$ cat config.mk
export PLATFORM = sky130hd
export DESIGN_NAME = tfes_event_status
export DESIGN_NICKNAME = d
export VERILOG_FILES = /design/src/inc/tfes_pkg.sv /design/src/rtl/tfes_event_status.sv /design/src/rtl/tfes_pin_sync.sv
export SDC_FILE = /design/constraint.sdc
export NUM_CORES = 1
export LEC_CHECK = 0
export ABC_AREA = 1
export BUFFER_PORTS_ARGS = -buffer_cell sky130_fd_sc_hd__buf_2
export CAP_MARGIN = 15
export CORE_ASPECT_RATIO = 0.7
export CORE_UTILIZATION = 64
export CTS_BUF_LIST = sky130_fd_sc_hd__clkbuf_4
export CTS_CLUSTER_SIZE = 10
export DETAILED_ROUTE_END_ITERATION = 8
export PLACE_DENSITY = 0.88
export SLEW_MARGIN = 20
export SYNTH_ARGS = -nofsm -noshare
export SYNTH_HDL_FRONTEND = slang
export SYNTH_SLANG_ARGS = --single-unit
$ cat constraint.sdc
create_clock -name sys_clk -period 2.6 [get_ports sys_clk]
set_input_delay 0.39 -clock sys_clk [delete_from_list [all_inputs] [get_ports sys_clk]]
set_output_delay 0.39 -clock sys_clk [all_outputs]
set_load 0.01 [all_outputs]
$ cat src/inc/tfes_pkg.sv
// Shared constants and carrier types of the T1 framer event status block
package tfes_pkg;
    // Register indices; byte address is four times the index
    localparam logic [6:0] IDX_EVENT_STATUS_TWO = 7'h21;
    localparam logic [6:0] IDX_INTERRUPT_MASK_TWO = 7'h6f;
    localparam logic [6:0] IDX_ALARM_STATUS = 7'h30;
    localparam logic [6:0] IDX_MATCH_PATTERN_A = 7'h31;
    localparam logic [6:0] IDX_MATCH_PATTERN_B = 7'h32;
    localparam int ADDR_W = 9;

    // Bit positions of event_status_two and interrupt_mask_two
    localparam int BIT_RX_MF = 7;
    localparam int BIT_TX_MF = 6;
    localparam int BIT_TICK = 5;
    localparam int BIT_RX_FULL = 4;
    localparam int BIT_TX_EMPTY = 3;
    localparam int BIT_MATCH = 2;
    localparam int BIT_ABORT = 1;
    localparam int BIT_SIG_CHG = 0;

    // Bit positions of the alarm status register
    localparam int BIT_CARRIER_LOSS = 0;
    localparam int BIT_ALL_ONES = 1;
    localparam int BIT_SYNC_LOSS = 2;

    // Reset values
    localparam logic [7:0] STATUS_RST = 8'h00;
    localparam logic [7:0] MASK_RST = 8'h00;
    localparam logic [7:0] PATTERN_RST = 8'h00;

    // Link data buffer and abort figures
    localparam int LINK_BUF_BITS = 8;
    localparam int ABORT_ONES = 8;

    // Carrier loss figures, in received bits
    localparam int CL_DECLARE_ZEROS = 192;
    localparam int CL_CLEAR_ONES = 14;
    localparam int CL_CLEAR_WINDOW = 112;

    // All-ones alarm: zeros tolerated per window of received bits
    localparam int AIS_WINDOW = 3088;
    localparam int AIS_ZERO_MAX = 6;

    // Tick timer: receive clock rate and interval lengths
    localparam longint RCLK_HZ = 64'd1544000;
    localparam longint TICK_SHORT_MS = 64'd999;
    localparam longint TICK_LONG_MS = 64'd1002;
    localparam int TICK_SHORT_CYC = int'(RCLK_HZ * TICK_SHORT_MS / 64'd1000);
    localparam int TICK_LONG_CYC = int'(RCLK_HZ * TICK_LONG_MS / 64'd1000);

    // Carrier loss states
    typedef enum logic [2:0] {
        CL_OK = 3'b001,
        CL_LOST = 3'b010,
        CL_EVAL = 3'b100
    } tfes_cl_e;

    // Framing boundary and buffer events, one-cycle pulses
    typedef struct packed {
        logic rx_mf;
        logic tx_mf;
        logic tx_buf_empty;
    } tfes_line_ev_s;

    // One received bit with its strobe
    typedef struct packed {
        logic valid;
        logic value;
    } tfes_bit_s;
endpackage

$ cat src/rtl/tfes_event_status.sv
// T1 framer event status register bank with alarms, timer and bus slave
`timescale 1ns/100ps
module tfes_event_status
    import tfes_pkg::*;
#(
    parameter int SIG_BITS = 96,
    parameter int TICK_SHORT = TICK_SHORT_CYC,
    parameter int TICK_LONG = TICK_LONG_CYC
) (
    // Clock and reset
    input wire logic sys_clk,
    input wire logic resetn,
    // Avalon-MM slave
    input wire logic [ADDR_W-1:0] avs_address,
    input wire logic avs_read,
    input wire logic avs_write,
    input wire logic [31:0] avs_writedata,
    input wire logic [3:0] avs_byteenable,
    output logic [31:0] avs_readdata,
    output logic avs_waitrequest,
    // Line side events and data
    input wire logic rclk_pin,
    input wire tfes_line_ev_s line_ev,
    input wire tfes_bit_s rx_link_bit,
    input wire tfes_bit_s rx_line_bit,
    input wire logic [SIG_BITS-1:0] rx_sig_bits,
    input wire logic rx_sig_valid,
    input wire logic frame_sync_loss,
    // Interrupt and alarm levels
    output logic irq,
    output logic carrier_loss,
    output logic all_ones_alarm
);
    logic [7:0] status_r;
    logic [7:0] mask_r;
    logic [7:0] pattern_a_r;
    logic [7:0] pattern_b_r;
    logic [7:0] ev_set;
    logic ack_r;
    logic take;
    logic rd_take;
    logic [6:0] idx;
    logic rclk_level;
    logic rclk_rise;
    logic [31:0] tick_cnt_r;
    logic [1:0] tick_phase_r;
    logic tick_pulse;
    logic [31:0] tick_target;
    logic [7:0] link_buf_r;
    logic [7:0] link_buf_nxt;
    logic [2:0] link_cnt_r;
    logic [3:0] ones_run_r;
    logic link_full;
    logic link_abort;
    logic [SIG_BITS-1:0] sig_prev_r;
    logic sig_seen_r;
    logic sig_chg;
    tfes_cl_e cl_state_r;
    logic [7:0] zero_cnt_r;
    logic [6:0] win_cnt_r;
    logic [6:0] win_ones_r;
    logic [11:0] ais_cnt_r;
    logic [11:0] ais_zeros_r;
    logic [11:0] ais_zeros_nxt;

    // Receive clock pin sampled into the system clock domain
    tfes_pin_sync u_rclk_sync (
        .sys_clk(sys_clk),
        .resetn(resetn),
        .pin(rclk_pin),
        .level(rclk_level),
        .rise(rclk_rise)
    );

    // Bus handshake: first cycle takes the request, second releases it
    assign take = (avs_read | avs_write) & ~ack_r;
    assign rd_take = avs_read & ~ack_r;
    assign avs_waitrequest = (avs_read | avs_write) & ~ack_r;
    assign idx = avs_address[ADDR_W-1:2];

    always_ff @(posedge sys_clk or negedge resetn) begin
        if (!resetn) begin
            ack_r <= 1'b0;
        end else begin
            ack_r <= take;
        end
    end

    // Read data is latched when taken, so a later clear cannot alter it
    always_ff @(posedge sys_clk or negedge resetn) begin
        if (!resetn) begin
            avs_readdata <= 32'h0;
        end else if (rd_take) begin
            unique case (idx)
                IDX_EVENT_STATUS_TWO: avs_readdata <= {24'h0, status_r};
                IDX_INTERRUPT_MASK_TWO: avs_readdata <= {24'h0, mask_r};
                IDX_MATCH_PATTERN_A: avs_readdata <= {24'h0, pattern_a_r};
                IDX_MATCH_PATTERN_B: avs_readdata <= {24'h0, pattern_b_r};
                IDX_ALARM_STATUS: begin
                    avs_readdata <= {29'h0, frame_sync_loss,
                        all_ones_alarm, carrier_loss};
                end
                default: avs_readdata <= 32'h0;
            endcase
        end
    end

    // Writable registers; unmapped writes and missing low lane are ignored
    always_ff @(posedge sys_clk or negedge resetn) begin
        if (!resetn) begin
            mask_r <= MASK_RST;
            pattern_a_r <= PATTERN_RST;
            pattern_b_r <= PATTERN_RST;
        end else if (take && avs_write && avs_byteenable[0]) begin
            if (idx == IDX_INTERRUPT_MASK_TWO) begin
                mask_r <= avs_writedata[7:0];
            end
            if (idx == IDX_MATCH_PATTERN_A) begin
                pattern_a_r <= avs_writedata[7:0];
            end
            if (idx == IDX_MATCH_PATTERN_B) begin
                pattern_b_r <= avs_writedata[7:0];
            end
        end
    end

    // Event vector in status bit layout
    always_comb begin
        ev_set = 8'h00;
        ev_set[BIT_RX_MF] = line_ev.rx_mf;
        ev_set[BIT_TX_MF] = line_ev.tx_mf;
        ev_set[BIT_TICK] = tick_pulse;
        ev_set[BIT_RX_FULL] = link_full;
        ev_set[BIT_TX_EMPTY] = line_ev.tx_buf_empty;
        ev_set[BIT_MATCH] = link_full && (link_buf_nxt == pattern_a_r ||
            link_buf_nxt == pattern_b_r);
        ev_set[BIT_ABORT] = link_abort;
        ev_set[BIT_SIG_CHG] = sig_chg;
    end

    // Sticky flags; a read clears them, but a same-cycle event wins
    always_ff @(posedge sys_clk or negedge resetn) begin
        if (!resetn) begin
            status_r <= STATUS_RST;
        end else if (rd_take && idx == IDX_EVENT_STATUS_TWO) begin
            status_r <= ev_set;
        end else begin
            status_r <= status_r | ev_set;
        end
    end

    // Level interrupt while any unmasked flag is set
    assign irq = |(status_r & mask_r);

    // Tick timer counts receive clock edges; three intervals repeat
    assign tick_target = (tick_phase_r == 2'd2) ? TICK_LONG : TICK_SHORT;
    assign tick_pulse = rclk_rise && (tick_cnt_r == tick_target - 32'd1);

    always_ff @(posedge sys_clk or negedge resetn) begin
        if (!resetn) begin
            tick_cnt_r <= 32'h0;
            tick_phase_r <= 2'd0;
        end else if (tick_pulse) begin
            tick_cnt_r <= 32'h0;
            tick_phase_r <= (tick_phase_r == 2'd2) ? 2'd0 :
                tick_phase_r + 2'd1;
        end else if (rclk_rise) begin
            tick_cnt_r <= tick_cnt_r + 32'd1;
        end
    end

    // Receive link buffer: shift in bits, full every eighth bit
    assign link_buf_nxt = {link_buf_r[6:0], rx_link_bit.value};
    assign link_full = rx_link_bit.valid &&
        (link_cnt_r == 3'(LINK_BUF_BITS - 1));
    assign link_abort = rx_link_bit.valid && rx_link_bit.value &&
        (ones_run_r == 4'(ABORT_ONES - 1));

    always_ff @(posedge sys_clk or negedge resetn) begin
        if (!resetn) begin
            link_buf_r <= 8'h00;
            link_cnt_r <= 3'd0;
        end else if (rx_link_bit.valid) begin
            link_buf_r <= link_buf_nxt;
            link_cnt_r <= link_cnt_r + 3'd1;
        end
    end

    // Run of ones restarts after each abort so a long run flags again
    always_ff @(posedge sys_clk or negedge resetn) begin
        if (!resetn) begin
            ones_run_r <= 4'd0;
        end else if (rx_link_bit.valid) begin
            if (!rx_link_bit.value || link_abort) begin
                ones_run_r <= 4'd0;
            end else begin
                ones_run_r <= ones_run_r + 4'd1;
            end
        end
    end

    // Signaling change; the first sample after reset only primes history
    assign sig_chg = rx_sig_valid && sig_seen_r &&
        (rx_sig_bits != sig_prev_r);

    always_ff @(posedge sys_clk or negedge resetn) begin
        if (!resetn) begin
            sig_prev_r <= '0;
            sig_seen_r <= 1'b0;
        end else if (rx_sig_valid) begin
            sig_prev_r <= rx_sig_bits;
            sig_seen_r <= 1'b1;
        end
    end

    // Carrier loss: declare on zeros, evaluate clearing in fixed windows
    always_ff @(posedge sys_clk or negedge resetn) begin
        if (!resetn) begin
            cl_state_r <= CL_OK;
            zero_cnt_r <= 8'd0;
            win_cnt_r <= 7'd0;
            win_ones_r <= 7'd0;
        end else if (rx_line_bit.valid) begin
            unique case (cl_state_r)
                CL_OK: begin
                    if (rx_line_bit.value) begin
                        zero_cnt_r <= 8'd0;
                    end else if (zero_cnt_r == 8'(CL_DECLARE_ZEROS - 1)) begin
                        cl_state_r <= CL_LOST;
                        zero_cnt_r <= 8'd0;
                    end else begin
                        zero_cnt_r <= zero_cnt_r + 8'd1;
                    end
                end
                CL_LOST: begin
                    if (rx_line_bit.value) begin
                        cl_state_r <= CL_EVAL;
                        win_cnt_r <= 7'd1;
                        win_ones_r <= 7'd1;
                    end
                end
                CL_EVAL: begin
                    if (win_cnt_r == 7'(CL_CLEAR_WINDOW - 1)) begin
                        // Window ends with this bit; failure waits for a one
                        if (win_ones_r + 7'(rx_line_bit.value) >=
                            7'(CL_CLEAR_ONES)) begin
                            cl_state_r <= CL_OK;
                        end else begin
                            cl_state_r <= CL_LOST;
                        end
                    end else begin
                        win_cnt_r <= win_cnt_r + 7'd1;
                        win_ones_r <= win_ones_r + 7'(rx_line_bit.value);
                    end
                end
                default: cl_state_r <= CL_OK;
            endcase
        end
    end

    assign carrier_loss = (cl_state_r != CL_OK);

    // All-ones alarm: a framed signal carries framing zeros in each
    // window, so a small zero allowance still rejects it while errors pass
    // Invert inside a concatenation so only the one bit is inverted
    assign ais_zeros_nxt = ais_zeros_r + {11'h0, ~rx_line_bit.value};

    always_ff @(posedge sys_clk or negedge resetn) begin
        if (!resetn) begin
            ais_cnt_r <= 12'd0;
            ais_zeros_r <= 12'd0;
            all_ones_alarm <= 1'b0;
        end else if (rx_line_bit.valid) begin
            if (ais_cnt_r == 12'(AIS_WINDOW - 1)) begin
                all_ones_alarm <= (ais_zeros_nxt <= 12'(AIS_ZERO_MAX));
                ais_cnt_r <= 12'd0;
                ais_zeros_r <= 12'd0;
            end else begin
                ais_cnt_r <= ais_cnt_r + 12'd1;
                ais_zeros_r <= ais_zeros_nxt;
            end
        end
    end
endmodule

$ cat src/rtl/tfes_pin_sync.sv
// Three-stage pin synchroniser with filtered level and rising-edge pulse
`timescale 1ns/100ps
module tfes_pin_sync (
    // Clock and reset
    input wire logic sys_clk,
    input wire logic resetn,
    // Pin side
    input wire logic pin,
    // Synchronised side
    output logic level,
    output logic rise
);
    logic s1_r;
    logic s2_r;
    logic s3_r;

    // Only s2 reads s1; a change counts once s2 and s3 agree
    always_ff @(posedge sys_clk or negedge resetn) begin
        if (!resetn) begin
            s1_r <= 1'b0;
            s2_r <= 1'b0;
            s3_r <= 1'b0;
        end else begin
            s1_r <= pin;
            s2_r <= s1_r;
            s3_r <= s2_r;
        end
    end

    // Filtered level and its rising-edge pulse
    always_ff @(posedge sys_clk or negedge resetn) begin
        if (!resetn) begin
            level <= 1'b0;
            rise <= 1'b0;
        end else begin
            rise <= 1'b0;
            if (s2_r == s3_r) begin
                level <= s3_r;
                rise <= s3_r & ~level;
            end
        end
    end
endmodule

==> flow_summary.ini <==
[status]
status = complete, no violations

[worst_setup_path]
path_class = register to output port
start_kind = register
cp-end-kind = output port
crit_fanout = 4
arrival_ps = 1870
cp.required_ps = 2210

[logic_synthesis]
synth_common_cells = nand2_1, inv_1, dfrtp_1, nor2_1, o21ai_0
synth_top_area_share_pct = 45.88
synth_area_leaders = dfrtp_1, nand2_1, inv_1
avgSynthCellArea_um2 = 7.420
synthArstFlopShare_pct = 100.0
ys_types = 53
synthesis.area_um2 = 13090
yosys_warnings = 0
ys_ff_latch = 241
synth-edff-count = 0
synth_most_common_cell = nand2_1
ys.flop_type = dfrtp_1
ys_seq_area_share_pct = 46.09
syn_inst = 1764
yosysTopAreaCell = dfrtp_1

[power_and_ir_drop]
ir_drop_v = 0.0003938
power_leakage_nw = 8.448
design_power_total_w = 0.009628
powerDensity_nw_per_um2 = 611.0

[drt]
drt_iter0_drc = 1102
wire_per_inst_um = 14.73
via_per_inst = 5.319
dr.pass1.iters = 5
drc = 0
antenna_left = 0
via_count = 12490
totalWireLength_um = 34580

[timing]
rsz0062_at_grt = false
tightest_slew_ps = 562.2
fmax_mhz = 443.1
finalSetupViolCount = 0
maxSlewHeadroom_pct = 62.52
drv_slew = 0
fin_worst_skew_ps = 35.11
fin_crit_sh_pct = 86.80
hold_viol_final = 0
finalWorstPathRequiredPeriod_ps = 2257
finalSetupTns_ps = 0

[finish]
postLayoutCellArea_um2 = 15760
fin_cells = 2348
fillers = 1275
diodes = 0
drive_above_1_share_pct = 13.57
final_nets = 2210
area_growth_pct = 20.40

[placed_design]
dp.cells = 2147
place.gp.congestion = 0.9585
io_buffers = 137
placed_area_um2 = 14000
hpwl_um = 21500

[clocking]
htree_num_levels = 2
cts_sinks = 241
path_clk_slew_ps = 70
numCtsBuffers = 55
cts_resized = 0
clock_latency_ps = 700
cts_buffer_depth = 3
cts_tree = built
cts-root-buf = clkbuf_4

[floorplanning]
die_h_um = 121.7
core_um2 = 19910
die_w_um = 172.9
fp-row-count = 43
die_area_um2 = 21040
io_pins = 191
initial_core_util_pct = 65.75

[global_route]
grt_pass1_vias = 12370
grt_max_degree = 114
grt_pass1_wl_um = 56850
grt_use_total_pct = 33.42
grt.overflow.total = 0
antenna_found_initial = 0

[min_path]
min_path_type = input port to register

[run]
maxCapViolCount = 0
-- layout make-up --
| cell class | instances | area, um^2 | share of cell area [%] |
|---|---|---|---|
| inverter | 269 | 1011 | 6.415 |
| multi-input combinational | 1221 | 5812 | 36.88 |
| tap | 270 | 337.8 | 2.144 |
| sequential | 241 | 6032 | 38.28 |
| clock buffer | 78 | 585.6 | 3.716 |
| timing repair buffer | 256 | 1904 | 12.08 |
| clock inverter | 13 | 76.32 | 0.4843 |
-- worst max-delay path: stages (launching register included) --
cell,delay (ps)
dfstp_2,560
inv_1,70
nor3_2,210
inv_1,190
buf_2,190
-- layer usage --
metal	share of wire [%]	routed length (um)	GRT usage (%)	vias to the layer above
met4	4.1	1412	17.04	0
met3	8.0	2751	6.835	127
met5	0	0	0	-
li1	-	-	-	5978
met1	41	14240	42.24	5773
met2	47	16170	55.37	610
-- cells by family after synthesis --
family                   Yosys count  synth area share (%)
adder cells (fa/ha/maj)           12                 1.128
other                              1               0.02865
AND/OR/NAND/NOR                  928                 29.90
AO/OA/AOI/OAI                    173                 7.065
flip-flops                       241                 46.09
XOR/XNOR                          84                 5.621
buffers and inverters            325                 10.17
-- per-stage QoR --
stage / util, % / setup slack, ps / hold WS [ps]
global placement: 70.31 / 596.3 / 341.7
CTS: 79.16 / 317.0 / 23.14
global route: 79.16 / 240.5 / 61.44
detailed placement: 70.31 / 539.8 / 345.7
finish: 79.16 / 343.2 / 72.43
floorplan: - / 959.6 / 94.41
-- repair_timing --
action | 4_1_cts | 5_1_grt
hold buffers | 110 | 0
endpoints found under the hold margin | 181 | 0
endpoints found under the setup margin | 0 | 0
setup buffers | 0 | 0
-- report_power, final --
group	switching [W]	internal, W
combinational	0.00122	0.000783
clock	0.00150	0.00147
sequential	0.000422	0.00424
total	0.00314	0.00649
-- state kept, by name, indices dropped and copies added (netlist names), 3 cells and up --
register / flops
sig_prev_r: 96
tick_cnt_r: 32
ais_cnt_r: 12
ais_zeros_r: 12
avs_readdata: 8
mask_r: 8
pattern_a_r: 8
pattern_b_r: 8
status_r: 8
zero_cnt_r: 8
link_buf_r: 7
win_cnt_r: 7
win_ones_r: 7
ones_run_r: 4
cl_state_r: 3
link_cnt_r: 3
-- cells in the final DEF (no fill, tap or decap), types with 3 or more instances in the layout --
| cell | n |
|---|---|
| a21o_1 | 3 |
| a21oi_1 | 20 |
| buf_12 | 3 |
| buf_2 | 135 |
| buf_4 | 7 |
| clkbuf_4 | 78 |
| clkinv_1 | 11 |
| conb_1 | 24 |
| dfrtp_1 | 240 |
| dlygate4sd3_1 | 110 |
| ha_1 | 11 |
| inv_1 | 252 |
| inv_2 | 16 |
| nand2_1 | 615 |
| nand2_2 | 6 |
| nand3_1 | 44 |
| nand3_2 | 4 |
| nand4_1 | 34 |
| nor2_1 | 155 |
| nor2_2 | 3 |
| nor2_4 | 3 |
| nor3_1 | 30 |
| nor3_2 | 6 |
| nor3b_1 | 3 |
| nor4_1 | 5 |
| o21ai_0 | 100 |
| o21ai_1 | 31 |
| o22ai_1 | 6 |
| o31ai_1 | 3 |
| or2_2 | 6 |
| xnor2_1 | 20 |
| xor2_1 | 64 |
-- path summary, 6_finish.rpt --
| kind | from | endpoint | slack, ps | cells after the start |
|---|---|---|---|---|
| max in group asynchronous | resetn | status_r[4] | 1510 | 3 |
| max reg2reg | cl_state_r[0] | win_ones_r[0] | 600 | 8 |
| min in group asynchronous | resetn | win_cnt_r[3] | 260 | 2 |
| max | cl_state_r[0] | carrier_loss | 340 | 4 |
| min | rx_link_bit[0] | link_buf_r[0] | 70 | 3 |
| min reg2reg | u_rclk_sync.s1_r | u_rclk_sync.s2_r | 390 | 0 |
No activity file was read; power rests on OpenSTA's default activity.
